## src/bbr_pkg.sv

```systemverilog
package bbr_pkg;

	// Address map of bands and aliases
	localparam logic [31:0] SRAM_BAND_BASE  = 32'h2000_0000;
	localparam logic [31:0] SRAM_BAND_END   = 32'h2000_FFFF;
	localparam logic [31:0] SRAM_ALIAS_BASE = 32'h2200_0000;
	localparam logic [31:0] SRAM_ALIAS_END  = 32'h221F_FFFF;
	localparam logic [31:0] PERI_BAND_BASE  = 32'h4000_0000;
	localparam logic [31:0] PERI_BAND_END   = 32'h400F_FFFF;
	localparam logic [31:0] PERI_ALIAS_BASE = 32'h4200_0000;
	localparam logic [31:0] PERI_ALIAS_END  = 32'h43FF_FFFF;

	// Alias address field layout
	localparam int BIT_NUM_LSB = 2;
	localparam int BIT_NUM_W   = 3;
	localparam int BYTE_OFS_LSB = 5;
	localparam int BYTE_OFS_W  = 20;
	localparam int LANE_W      = 2;

	// Access sizes
	localparam logic [1:0] SIZE_BYTE = 2'h0;
	localparam logic [1:0] SIZE_HALF = 2'h1;
	localparam logic [1:0] SIZE_WORD = 2'h2;

	// Address alignment masks per size
	localparam logic [31:0] ALIGN_HALF = 32'hFFFF_FFFE;
	localparam logic [31:0] ALIGN_WORD = 32'hFFFF_FFFC;

	// Alias read answers and reset values
	localparam logic [31:0] ALIAS_RD_CLR = 32'h0000_0000;
	localparam logic [31:0] ALIAS_RD_SET = 32'h0000_0001;
	localparam logic [31:0] BIT0_ONE     = 32'h0000_0001;
	localparam logic [31:0] WORD_ZERO    = 32'h0000_0000;

	// Sequencer states, Gray along idle-read-writeback
	typedef enum logic [1:0] {
		st_idle  = 2'h0,
		st_read  = 2'h1,
		st_wback = 2'h3,
		st_pass  = 2'h2
	} bbr_state_t;

endpackage

```

## src/bbr_dec_if.sv

```systemverilog
`timescale 1ns/1ps
interface bbr_dec_if;
	logic [31:0] addr;
	logic [1:0]  size;
	logic        instr;
	logic        is_alias;
	logic        is_fault;
	logic [31:0] tgt_addr;
	logic [4:0]  bit_idx;

	// Decoder side computes the remap
	modport decoder (
		input  addr, size, instr,
		output is_alias, is_fault, tgt_addr, bit_idx
	);

	// Sequencer side supplies the request
	modport user (
		output addr, size, instr,
		input  is_alias, is_fault, tgt_addr, bit_idx
	);
endinterface

```

## src/bbr_decode.sv

```systemverilog
`timescale 1ns/1ps
module bbr_decode (
	// Request in, remap out
	bbr_dec_if.decoder dec
);
	localparam int BYTE_OFS_W = bbr_pkg::BYTE_OFS_W;
	localparam int BIT_NUM_W  = bbr_pkg::BIT_NUM_W;

	wire                  in_sram_alias;
	wire                  in_peri_alias;
	wire [BYTE_OFS_W-1:0] byte_ofs;
	wire [BIT_NUM_W-1:0]  bit_num;
	wire [31:0]           band_base;
	wire [31:0]           byte_addr;
	wire [31:0]           align_mask;

	// Alias window match
	assign in_sram_alias = (dec.addr >= bbr_pkg::SRAM_ALIAS_BASE) && (dec.addr <= bbr_pkg::SRAM_ALIAS_END);
	assign in_peri_alias = (dec.addr >= bbr_pkg::PERI_ALIAS_BASE) && (dec.addr <= bbr_pkg::PERI_ALIAS_END);

	// Only data accesses remap; fetches from peripheral alias fault
	assign dec.is_alias = (in_sram_alias || in_peri_alias) && !dec.instr;
	assign dec.is_fault = in_peri_alias && dec.instr;

	// Split alias address into byte offset and bit number, low two bits dropped
	assign byte_ofs = dec.addr[bbr_pkg::BYTE_OFS_LSB +: BYTE_OFS_W];
	assign bit_num  = dec.addr[bbr_pkg::BIT_NUM_LSB +: BIT_NUM_W];

	// Band byte address of the targeted bit
	assign band_base = in_peri_alias ? bbr_pkg::PERI_BAND_BASE : bbr_pkg::SRAM_BAND_BASE;
	assign byte_addr = band_base + {12'h000, byte_ofs};

	// Same size as the alias access, naturally aligned
	assign align_mask = (dec.size == bbr_pkg::SIZE_WORD) ? bbr_pkg::ALIGN_WORD :
	                    (dec.size == bbr_pkg::SIZE_HALF) ? bbr_pkg::ALIGN_HALF : 32'hFFFF_FFFF;
	assign dec.tgt_addr = byte_addr & align_mask;

	// Little-endian lane: byte address low bits pick the byte lane
	assign dec.bit_idx = {byte_addr[bbr_pkg::LANE_W-1:0], bit_num};
endmodule

```

## src/bbr_top.sv

```systemverilog
`timescale 1ns/1ps
module bbr_top (
	// Clock, reset, enable
	input  wire logic        core_clk_i,
	input  wire logic        rst_b_i,
	input  wire logic        ce_i,
	// Upstream request from the core
	input  wire logic        up_req_i,
	input  wire logic [31:0] up_addr_i,
	input  wire logic        up_write_i,
	input  wire logic [1:0]  up_size_i,
	input  wire logic [31:0] up_wdata_i,
	input  wire logic        up_instr_i,
	// Upstream answer
	output logic             up_ready_o,
	output logic             up_done_o,
	output logic             up_fault_o,
	output logic [31:0]      up_rdata_o,
	// Downstream request to memory fabric
	output logic             dn_req_o,
	output logic [31:0]      dn_addr_o,
	output logic             dn_write_o,
	output logic [1:0]       dn_size_o,
	output logic [31:0]      dn_wdata_o,
	// Downstream answer
	input  wire logic        dn_done_i,
	input  wire logic [31:0] dn_rdata_i
);
	// Reset synchroniser
	logic rst_meta;
	logic rst_b;

	// Sequencer state and latched alias context
	bbr_pkg::bbr_state_t state;
	bbr_pkg::bbr_state_t next_state;
	logic        alias_write;
	logic        alias_wbit;
	logic [4:0]  alias_bit;
	logic        next_alias_write;
	logic        next_alias_wbit;
	logic [4:0]  next_alias_bit;

	// Next values of the outputs
	logic        next_up_ready;
	logic        next_up_done;
	logic        next_up_fault;
	logic [31:0] next_up_rdata;
	logic        next_dn_req;
	logic [31:0] next_dn_addr;
	logic        next_dn_write;
	logic [1:0]  next_dn_size;
	logic [31:0] next_dn_wdata;

	// Decode helpers
	wire         accept;
	wire [31:0]  bit_mask;
	wire         read_bit;
	wire [31:0]  merged_word;
	wire [31:0]  alias_answer;
	wire [31:0]  wbit_word;

	bbr_dec_if dec ();

	// Present the raw request to the decoder
	assign dec.addr  = up_addr_i;
	assign dec.size  = up_size_i;
	assign dec.instr = up_instr_i;

	bbr_decode u_decode (
		.dec (dec)
	);

	// Request is taken only while idle and enabled
	assign accept = ce_i && up_ready_o && up_req_i;

	// Bit pick and merge on the fetched underlying data
	assign bit_mask     = bbr_pkg::BIT0_ONE << alias_bit;
	assign read_bit     = dn_rdata_i[alias_bit];
	assign alias_answer = read_bit ? bbr_pkg::ALIAS_RD_SET : bbr_pkg::ALIAS_RD_CLR;
	assign wbit_word    = alias_wbit ? bit_mask : bbr_pkg::WORD_ZERO;
	assign merged_word  = (dn_rdata_i & ~bit_mask) | wbit_word;

	// Release reset through two flops
	always_ff @(posedge core_clk_i or negedge rst_b_i) begin
		if (!rst_b_i) begin
			rst_meta <= 1'b0;
			rst_b    <= 1'b0;
		end else if (ce_i) begin
			rst_meta <= 1'b1;
			rst_b    <= rst_meta;
		end
	end

	// Sequencer next-state and output planning
	always_comb begin
		next_state       = state;
		next_alias_write = alias_write;
		next_alias_wbit  = alias_wbit;
		next_alias_bit   = alias_bit;
		next_up_ready    = (state == bbr_pkg::st_idle);
		next_up_done     = 1'b0;
		next_up_fault    = 1'b0;
		next_up_rdata    = up_rdata_o;
		next_dn_req      = 1'b0;
		next_dn_addr     = dn_addr_o;
		next_dn_write    = dn_write_o;
		next_dn_size     = dn_size_o;
		next_dn_wdata    = dn_wdata_o;
		case (state)
			bbr_pkg::st_idle: begin
				if (accept) begin
					if (dec.is_fault) begin
						// Fetch from peripheral alias is refused at once
						next_up_done  = 1'b1;
						next_up_fault = 1'b1;
						next_up_rdata = bbr_pkg::WORD_ZERO;
					end else if (dec.is_alias) begin
						// Alias access starts with a read of the underlying data
						next_state       = bbr_pkg::st_read;
						next_alias_write = up_write_i;
						next_alias_wbit  = up_wdata_i[0];
						next_alias_bit   = dec.bit_idx;
						next_up_ready    = 1'b0;
						next_dn_req      = 1'b1;
						next_dn_addr     = dec.tgt_addr;
						next_dn_write    = 1'b0;
						next_dn_size     = up_size_i;
						next_dn_wdata    = bbr_pkg::WORD_ZERO;
					end else begin
						// Direct band, other space and SRAM alias fetches pass as is
						next_state    = bbr_pkg::st_pass;
						next_up_ready = 1'b0;
						next_dn_req   = 1'b1;
						next_dn_addr  = up_addr_i;
						next_dn_write = up_write_i;
						next_dn_size  = up_size_i;
						next_dn_wdata = up_wdata_i;
					end
				end
			end
			bbr_pkg::st_read: begin
				if (dn_done_i) begin
					if (alias_write) begin
						// Write back the word with only the target bit changed
						next_state    = bbr_pkg::st_wback;
						next_dn_req   = 1'b1;
						next_dn_write = 1'b1;
						next_dn_wdata = merged_word;
					end else begin
						// Alias read answers zero or one
						next_state    = bbr_pkg::st_idle;
						next_up_ready = 1'b1;
						next_up_done  = 1'b1;
						next_up_rdata = alias_answer;
					end
				end
			end
			bbr_pkg::st_wback: begin
				if (dn_done_i) begin
					next_state    = bbr_pkg::st_idle;
					next_up_ready = 1'b1;
					next_up_done  = 1'b1;
					next_up_rdata = bbr_pkg::WORD_ZERO;
					next_dn_write = 1'b0;
				end
			end
			bbr_pkg::st_pass: begin
				if (dn_done_i) begin
					// Underlying data returned unchanged, little-endian lanes
					next_state    = bbr_pkg::st_idle;
					next_up_ready = 1'b1;
					next_up_done  = 1'b1;
					next_up_rdata = dn_rdata_i;
					next_dn_write = 1'b0;
				end
			end
			default: begin
				next_state    = bbr_pkg::st_idle;
				next_up_ready = 1'b1;
			end
		endcase
	end

	// Sequencer and context registers
	always_ff @(posedge core_clk_i or negedge rst_b) begin
		if (!rst_b) begin
			state       <= bbr_pkg::st_idle;
			alias_write <= 1'b0;
			alias_wbit  <= 1'b0;
			alias_bit   <= 5'h00;
		end else if (ce_i) begin
			state       <= next_state;
			alias_write <= next_alias_write;
			alias_wbit  <= next_alias_wbit;
			alias_bit   <= next_alias_bit;
		end
	end

	// Upstream answer registers
	always_ff @(posedge core_clk_i or negedge rst_b) begin
		if (!rst_b) begin
			up_ready_o <= 1'b0;
			up_done_o  <= 1'b0;
			up_fault_o <= 1'b0;
			up_rdata_o <= bbr_pkg::WORD_ZERO;
		end else if (ce_i) begin
			up_ready_o <= next_up_ready;
			up_done_o  <= next_up_done;
			up_fault_o <= next_up_fault;
			up_rdata_o <= next_up_rdata;
		end
	end

	// Downstream request registers
	always_ff @(posedge core_clk_i or negedge rst_b) begin
		if (!rst_b) begin
			dn_req_o   <= 1'b0;
			dn_addr_o  <= bbr_pkg::WORD_ZERO;
			dn_write_o <= 1'b0;
			dn_size_o  <= bbr_pkg::SIZE_BYTE;
			dn_wdata_o <= bbr_pkg::WORD_ZERO;
		end else if (ce_i) begin
			dn_req_o   <= next_dn_req;
			dn_addr_o  <= next_dn_addr;
			dn_write_o <= next_dn_write;
			dn_size_o  <= next_dn_size;
			dn_wdata_o <= next_dn_wdata;
		end
	end
endmodule

```

## config.mk

```make
export PLATFORM = sky130hd
export DESIGN_NAME = bbr_top
export DESIGN_NICKNAME = d
export VERILOG_FILES = /design/src/bbr_pkg.sv /design/src/bbr_dec_if.sv /design/src/bbr_decode.sv /design/src/bbr_top.sv
export SDC_FILE = /design/constraint.sdc
export NUM_CORES = 1
export LEC_CHECK = 0
export CAP_MARGIN = 20
export CORE_UTILIZATION = 35
export DETAILED_ROUTE_END_ITERATION = 6
export DONT_BUFFER_PORTS = 1
export PLACE_DENSITY = 0.47
export SYNTH_ARGS = -nofsm -noshare
export SYNTH_HDL_FRONTEND = slang
export SYNTH_HIERARCHICAL = 1
export SYNTH_SLANG_ARGS = --single-unit
```

## constraint.sdc

```tcl
create_clock -name core_clk_i -period 4.6 [get_ports core_clk_i]
set_input_delay 0.92 -clock core_clk_i [delete_from_list [all_inputs] [get_ports core_clk_i]]
set_output_delay 0.92 -clock core_clk_i [all_outputs]
set_load 0.01 [all_outputs]
```

* Word-level counts from Yosys, hierarchy flattened
Index checks and enable logic that the tools add are counted.
** Cells by class
- Order comparisons :: 5
- Reductions and logical operators :: 17
- Bitwise operators :: 5
- Add/sub/neg operators :: 1
- Equality and inequality tests :: 14
- Shift operators :: 1
- Multiplexer cells :: 49
** Operators with widths (count)
- two-way mux 32 bit :: 14
- one-hot mux 32 bit (4 select lines) :: 1
- AND 32 bit :: 2
- one-hot mux 32 bit (2 select lines) :: 1
- adder 32 x 20 -> 32 bit :: 1
- >= comparator 32 x 30 -> 1 bit (second input constant) :: 1
- >= comparator 32 x 31 -> 1 bit (second input constant) :: 1
- less-or-equal comparator 32 x 30 -> 1 bit (second input constant) :: 1
- less-or-equal comparator 32 x 31 -> 1 bit (second input constant) :: 1
- inverter 32 bit :: 1
- bitwise OR 32 bit :: 1
- << shifter 1 x 5 -> 32 bit (first input constant) :: 1
- two-way mux 31 bit :: 1
- two-way mux 1 bit :: 20
- != test 2 bit (second input constant) :: 8
- two-way mux 2 bit :: 6
- AND reduction 6 bit :: 2
- AND reduction 5 bit :: 2
- one-hot mux 1 bit (3 select lines) :: 3
- AND reduction 7 bit :: 1
- equality test 2 bit (second input constant) :: 3
- logical AND 1 bit :: 6
- less-than comparator 5 x 6 -> 1 bit (second input constant) :: 1
- one-hot mux 2 bit (3 select lines) :: 1
- 11 further kinds :: 12
** Storage, ports and cells
- Flip-flop bits (word level) :: 114
- Output and inout bits :: 103
- Input bits :: 105

* Longest topological paths before layout
Gate-level depths: netlist (run 1).
- Word-level depth :: 8
- Depth in mapped cells :: 10
- Mapped depth without buffers :: 8

* Modules after synthesis
Netlist (run 1), hierarchy kept.
** By module, submodules not included
- bbr_top :: cells an instance 619, area an instance 5914.4 um2, instances 1
- bbr_decode :: cells an instance 48, area an instance 360.3 um2, instances 1

* Worst setup path before layout (run 1)
Ideal clock, no wire load.
- Path type :: reg2reg
- Start :: register, netlist name rst_b
- End :: register rst_b
- Clock period less this slack :: 3.266 ns
- Stages on the path, launching flop included :: 2
- Arrival time :: 3.182 ns
- Required time :: 4.517 ns
- Slack :: 1.334 ns
- Setup time :: 0.083 ns
- Buffers on the path :: 0
- Cell sequence :: dfrtp_1 > mux2_2
** RTL lines
- to (signal assigned) :: line bbr_top.sv:90 : rst_b <= rst_meta;
- to (decl) :: line bbr_top.sv:31 : logic rst_b;

* Final worst setup path (run 1)
- Start :: input port up_addr_i[31]
- End :: register dn_wdata_o[3]
** Between the ends
- Elaborated cells on any way between the ends :: 15
- Those cells by class :: 4 x order compare; 1 x eq/ne; 4 x mux; 6 x reduce/logical
** RTL lines
- from (decl) :: line bbr_top.sv:9 : input wire logic [31:0] up_addr_i,
- >= comparator 32 x 31 -> 1 bit or less-or-equal comparator 32 x 31 -> 1 bit (tied branches) :: line bbr_decode.sv:19 : assign in_peri_alias = (dec.addr >= bbr_pkg::PERI_ALIAS_BASE) && (dec.addr <= bbr_pkg::PERI_ALIAS_END);
- logical AND 1 bit * :: line bbr_decode.sv:19
- logical AND 1 bit * :: line bbr_decode.sv:23 : assign dec.is_fault = in_peri_alias && dec.instr;
- named net dec.is_fault :: line bbr_dec_if.sv:7 : logic is_fault;
- != test 2 bit (no line) *
- AND reduction 6 bit (no line) *
- to (signal assigned) :: line bbr_top.sv:221 : dn_wdata_o <= bbr_pkg::WORD_ZERO;
- to (signal assigned) :: line bbr_top.sv:227 : dn_wdata_o <= next_dn_wdata;
- to (decl) :: line bbr_top.sv:24 : output logic [31:0] dn_wdata_o,
Mark *: on every way through the listed nets, which the timed path passes. The rest lies on a longest branch. The select of a mux whose other input is x is not followed.
A chain may end at the register's enable or synchronous reset.

==> flow_summary.yaml, run 1 <==
layout:
  drive_gt1_share_pct: 15.6
  utilization_pct: 39.4
  final_nets: 734
  antenna_cells: 0
  fillers: 1757
  area_growth_pct: 9.29
  finalNonFillerCells: 858
sta:
  final_hold_viol_count: 0
  finalSetupTns_ns: 0
  finalSetupViolCount: 0
  fin_crit_sh_pct: 55.6
  timing.fmax_mhz: 391
  slew_viol_final: 0
  rsz0062_at_grt: "no"
  tightest_slew_ns: 0.821
  fin_skew_ns: 0.00634
  maxSlewHeadroom_pct: 45.3
  period_minus_slack_ns: 2.56
routing:
  dr.pass1.iters: 5
  vias: 4529
  detail-route-antenna-nets: 0
  remaining_drc_errors: 0
  drt_iter0_drc: 272
  viasPerCell: 5.28
  post_drt_wl_per_cell_um: 19.7
  wirelength_um: 16900
worst_setup_path:
  startpoint: "up_addr_i[31]"
  slowest_delay_ns: 0.54
  cp_slowest_cell: "or4b_4"
  critical_path_class: "primary input to register"
  worstPathCellList: "or4b_4, nor3b_4, and2_1, nand3b_1, nand2_1, and3_2, buf_12, nor2_1, a21oi_1"
  rr_startpoint: "alias_bit[0]"
  required_ns: 4.89
  startpoint_type: "primary input"
  critical_path.max_fanout: 60
  crit_family: "simple AND/OR/NAND/NOR gates"
  end_kind: "register"
  critPathArrivalTime_ns: 2.84
  worst_r2r_path_depth: 5
  crit_cells: 9
  cp_num_buf_inv: 1
power_and_ir_drop:
  pwr-share-seq_pct: 46.4
  clockPowerShare_pct: 29.2
  ir_worst_vdd_uv: 243
  p_sw_mw: 1.64
  p_int_mw: 2.74
  pwr-share-comb_pct: 24.4
  p_leak_nw: 2.62
  netSwitchingFraction_pct: 37.4
  power_density_nw_per_um2: 639
global_routing:
  grt_pass1_wl_um: 25900
  grt-ovfl-total: 0
  gr-usage-all-layers_pct: 18.8
  grt_pass1_vias: 4637
  grt_max_degree: 80
  antenna_found_initial: 0
die:
  initial_core_util_pct: 36.0
  std_cell_rows: 48
  ios: 208
  die-height_um: 136
  die_w_um: 136
  fp.coreArea_sq_um: 17400
  dieArea_sq_um: 18500
clock_tree:
  cts.clk_slew.worst_paths_ns: 0.06
  cts.path.max_buffers: 2
  root_buffer: "clkbuf_16"
  clkSinkCount: 114
  postCtsSetupBuffers: 0
  cts_tree: "built"
  cts-resized-gates: 0
  clock_latency_ns: 0.41
  cts_max_level: 4
  numCtsBuffers: 17
  ctsHoldBuffers: 0
synth:
  syn_area_per_cell_sq_um: 9.41
  synth_edf_count: 0
  synth_area_sq_um: 6270
  ys_ff_latch: 114
  synth_top_area_share_pct: 45.5
  synth.distinct_cells: 50
  synth_most_common_cell: "dfrtp_1"
  yosys_warnings: 6
  ys_seq_area_share_pct: 45.5
  synth_top_flop_cell: "dfrtp_1"
  synthArstFlopShare_pct: 100
  yosysTopAreaCell: "dfrtp_1"
  synthTopCellsByArea: "dfrtp_1, mux2_2, mux2i_1"
  synth_commonest_cells: "dfrtp_1, nand2_1, nor2_1"
  syn_inst: 667
run:
  drv_cap: 0
place:
  io_buffers: 0
  place_congestion: 0.775
  place.detailed.hpwl_um: 12500
  dp_cells: 826
status:
  status: "finished, final reports clean"
worst_hold_path:
  hold_path.class: "primary input to async pin"
sequential cells by signal, summed over array words and instances (netlist names), 2 cells and up:
name        flops
state           2
dn_wdata_o     32
up_rdata_o     32
dn_addr_o      32
dn_size_o       2
alias_bit       5
logic make-up after synthesis:
kind of cell             Yosys count  synth area share [%]
buffers and inverters             90                  8.04
AND/OR/NAND/NOR                  216                  15.6
multiplexers                      88                  15.7
adder cells (fa/ha/maj)            6                  1.20
AO/OA/AOI/OAI                    152                  13.9
other                              1                0.0598
flip-flops                       114                  45.5
placed cells by master, fill, tap and decap left out, types with 5 or more instances in the layout:
cell	instances
a21oi_1	73
a22oi_1	32
buf_4	8
clkbuf_16	17
clkbuf_8	7
conb_1	10
dfrtp_1	113
ha_1	6
inv_1	7
mux2_2	40
mux2i_1	40
nand2_1	90
nand3_1	10
nor2_1	74
nor2b_1	8
nor3_1	5
o21ai_0	34
layout make-up:
| cell class | instances | area [sq um] | share of cell area, % |
|---|---|---|---|
| Multi-Input combinational cell | 472 | 2990 | 43.6 |
| Sequential cell | 114 | 2860 | 41.7 |
| Clock buffer | 24 | 522 | 7.61 |
| Tap cell | 225 | 282 | 4.11 |
| Timing Repair Buffer | 11 | 135 | 1.97 |
| Clock inverter | 5 | 50.0 | 0.730 |
| Inverter | 7 | 26.3 | 0.383 |
power groups by stage:
stage,combinational (mW),clock [mW],sequential [mW]
4_1_cts,1.04,1.31,2.05
3_5_place_dp,1.04,0,2.05
5_1_grt,1.24,1.35,2.10
6_report,1.07,1.28,2.03
2_1_floorplan,0.871,0,1.93
3_3_place_gp,0.987,0,2.06
metal layers:
metal | vias to the layer above | wire, um | global-route usage [%]
li1 | 2177 | - | -
met1 | 2154 | 6860 | 22.5
met2 | 175 | 8200 | 30.6
met3 | 23 | 1530 | 6.38
met4 | 0 | 307 | 8.21
met5 | - | 0 | 0
metrics by stage:
| stage | cell area [sq um] | total power [mW] | hold slack, ns | setup WS (ns) |
|---|---|---|---|---|
| detailed placement | 6210 | 3.10 | 0.450 | 1.33 |
| finish | 6860 | 4.38 | 0.200 | 2.04 |
| floorplan | 6310 | 2.80 | 0.431 | 1.17 |
| global placement | 6210 | 3.04 | 0.444 | 1.46 |
| CTS | 6780 | 4.40 | 0.179 | 1.77 |
| global route | 6860 | 4.69 | 0.177 | 1.87 |
worst paths after layout:
| path | to | slack [ns] |
|---|---|---|
| hold reg to reg | dn_write_o | 0.28 |
| max in group asynchronous | alias_wbit | 3.19 |
| hold / removal | rst_b | 0.20 |
| setup reg to reg | dn_wdata_o[17] | 2.29 |
| setup / recovery | dn_wdata_o[3] | 2.04 |
| min in group core_clk_i | rst_meta | 0.46 |
No activity file was read; power rests on OpenSTA's default activity.
==> run 2: changes to the inputs <==
- PLACE_DENSITY: 0.47 -> 0.49
- clock period: 4.6 -> 2.2 ns (I/O delays scaled with it)
==> flow_summary.yaml, run 2 (synthesis results as in run 1) <==
sta:
  fin_skew_ns: 0.00589
  fin_crit_sh_pct: 89.6
  period_minus_slack_ns: 1.97
  finalSetupViolCount: 0
  final_hold_viol_count: 0
  slew_viol_final: 0
  tightest_slew_ns: 0.842
  rsz0062_at_grt: "no"
  maxSlewHeadroom_pct: 43.9
  timing.fmax_mhz: 507
worst_setup_path:
  worst_r2r_path_depth: 5
  cp_slowest_cell: "dfrtp_1"
  required_ns: 2.49
  critical_path_class: "register to register"
  cp_num_buf_inv: 0
  crit_cells: 5
  critPathArrivalTime_ns: 2.26
  slowest_delay_ns: 0.66
  worstPathCellList: "nand3b_1, nor3b_1, mux2_2, a22oi_1, a21oi_1"
  crit_family: "flip-flops"
  startpoint_type: "register"
  end_kind: "register"
  critical_path.max_fanout: 15
routing:
  viasPerCell: 5.33
  wirelength_um: 16800
  detail-route-antenna-nets: 0
  dr.pass1.iters: 5
  post_drt_wl_per_cell_um: 19.2
  remaining_drc_errors: 0
  drt_iter0_drc: 335
  vias: 4662
clock_tree:
  clock_latency_ns: 0.41
  clkSinkCount: 114
  ctsHoldBuffers: 1
  cts_tree: "built"
  cts_max_level: 4
  cts.path.max_buffers: 2
  cts-resized-gates: 0
  cts.clk_slew.worst_paths_ns: 0.06
  numCtsBuffers: 17
  postCtsSetupBuffers: 0
  root_buffer: "clkbuf_16"
layout:
  fillers: 1703
  fin_area_sq_um: 7120
  final_common_cell: "dfrtp_1"
  reg.largest.list: "dn_addr_o: 32 flops, dn_wdata_o: 32 flops, up_rdata_o: 32 flops"
  mostFrequentLayoutCells: "dfrtp_1, nand2_1, nor2_1"
  drive_gt1_share_pct: 18.0
  final_nets: 748
  multiInputGateArea_sq_um: 2990
  utilization_pct: 40.9
  area_growth_pct: 13.4
  regArea_sq_um: 2860
  antenna_cells: 0
  finalNonFillerCells: 875
power_and_ir_drop:
  pwr-share-seq_pct: 43.6
  p_leak_nw: 2.75
  p_sw_mw: 3.52
  power_density_nw_per_um2: 1370
  clockPowerShare_pct: 32.8
  pwr-share-comb_pct: 23.6
  ir_worst_vdd_uv: 552
  p_int_mw: 6.25
  netSwitchingFraction_pct: 36.1
die:
  std_cell_rows: 48
  ios: 208
  die-height_um: 136
  initial_core_util_pct: 36.0
  die_w_um: 136
  dieArea_sq_um: 18500
  fp.coreArea_sq_um: 17400
global_routing:
  grt-ovfl-total: 0
  grt_max_degree: 113
  gr-usage-all-layers_pct: 18.3
  antenna_found_initial: 0
  grt_pass1_wl_um: 25400
  grt_pass1_vias: 4642
place:
  placed_cell_area_sq_um: 6420
  io_buffers: 0
  dp_cells: 842
  place_congestion: 0.829
  place.detailed.hpwl_um: 12500
worst_hold_path:
  hold_path.class: "primary input to register"
  holdPathStages: 1
run:
  drv_cap: 0
status:
  status: "finished, final reports clean"
-- run 2: cell types whose count changed in the layout (fill, tap and decap cells not counted), sizes merged --
cell,delta
clkinvlp,+3
dlygate4sd3,+1
buf,+13
bufinv,+5
clkbuf,-5
inv,+1
clkinv,-1
-- run 2: per-stage QoR --
stage	worst slack, ns	hold WS (ns)	power (mW)	setup TNS [ns]
6_report	0.229	0.107	9.77	0
5_1_grt	0.0656	0.0947	10.4	0
4_1_cts	0.235	0.0882	9.90	0
3_5_place_dp	-0.179	0.144	6.64	-9.51
3_3_place_gp	-0.126	0.144	6.53	-7.30
2_1_floorplan	-0.0376	0.144	5.90	-1.04
-- run 2: layer usage --
metal,GRT usage [%],part of all wire (%),vias to the layer above
met5,0,0,-
met4,6.60,1.5,0
met3,7.16,9.2,19
met2,29.1,48,187
met1,22.3,42,2231
li1,-,-,2225
-- run 2: worst paths after layout --
check / start / to / slack, ns
min reg2reg: rst_b / up_fault_o / 0.41
max reg2reg: alias_bit[2] / dn_wdata_o[21] / 0.23
max: alias_bit[2] / dn_wdata_o[21] / 0.23
min: ce_i / up_done_o / 0.11
max in group asynchronous: rst_b / up_rdata_o[28] / 1.29
min in group asynchronous: rst_b_i / rst_b / 0.26
-- run 2: final cells by class --
class	count	area share, %
well taps	225	3.96
clock buffers	19	6.36
flip-flops and latches	114	40.1
inverters	7	0.369
repair buffers	25	3.90
clock inverters	13	3.23
multi-input cells	472	42.0
-- run 2: worst reg2reg max path, cell delays in order, from the launching register on --
cell	delay, ns
dfrtp_1	0.66
nand3b_1	0.26
nor3b_1	0.27
mux2_2	0.36
a22oi_1	0.19
a21oi_1	0.10
-- run 2: power groups by stage --
| stage | clock, mW | combinational (mW) | sequential (mW) |
|---|---|---|---|
| after floorplan | 0 | 1.87 | 4.03 |
| after global placement | 0 | 2.23 | 4.30 |
| after detailed placement | 0 | 2.34 | 4.30 |
| after CTS | 3.27 | 2.35 | 4.28 |
| after global routing | 3.37 | 2.63 | 4.38 |
| final | 3.20 | 2.31 | 4.26 |
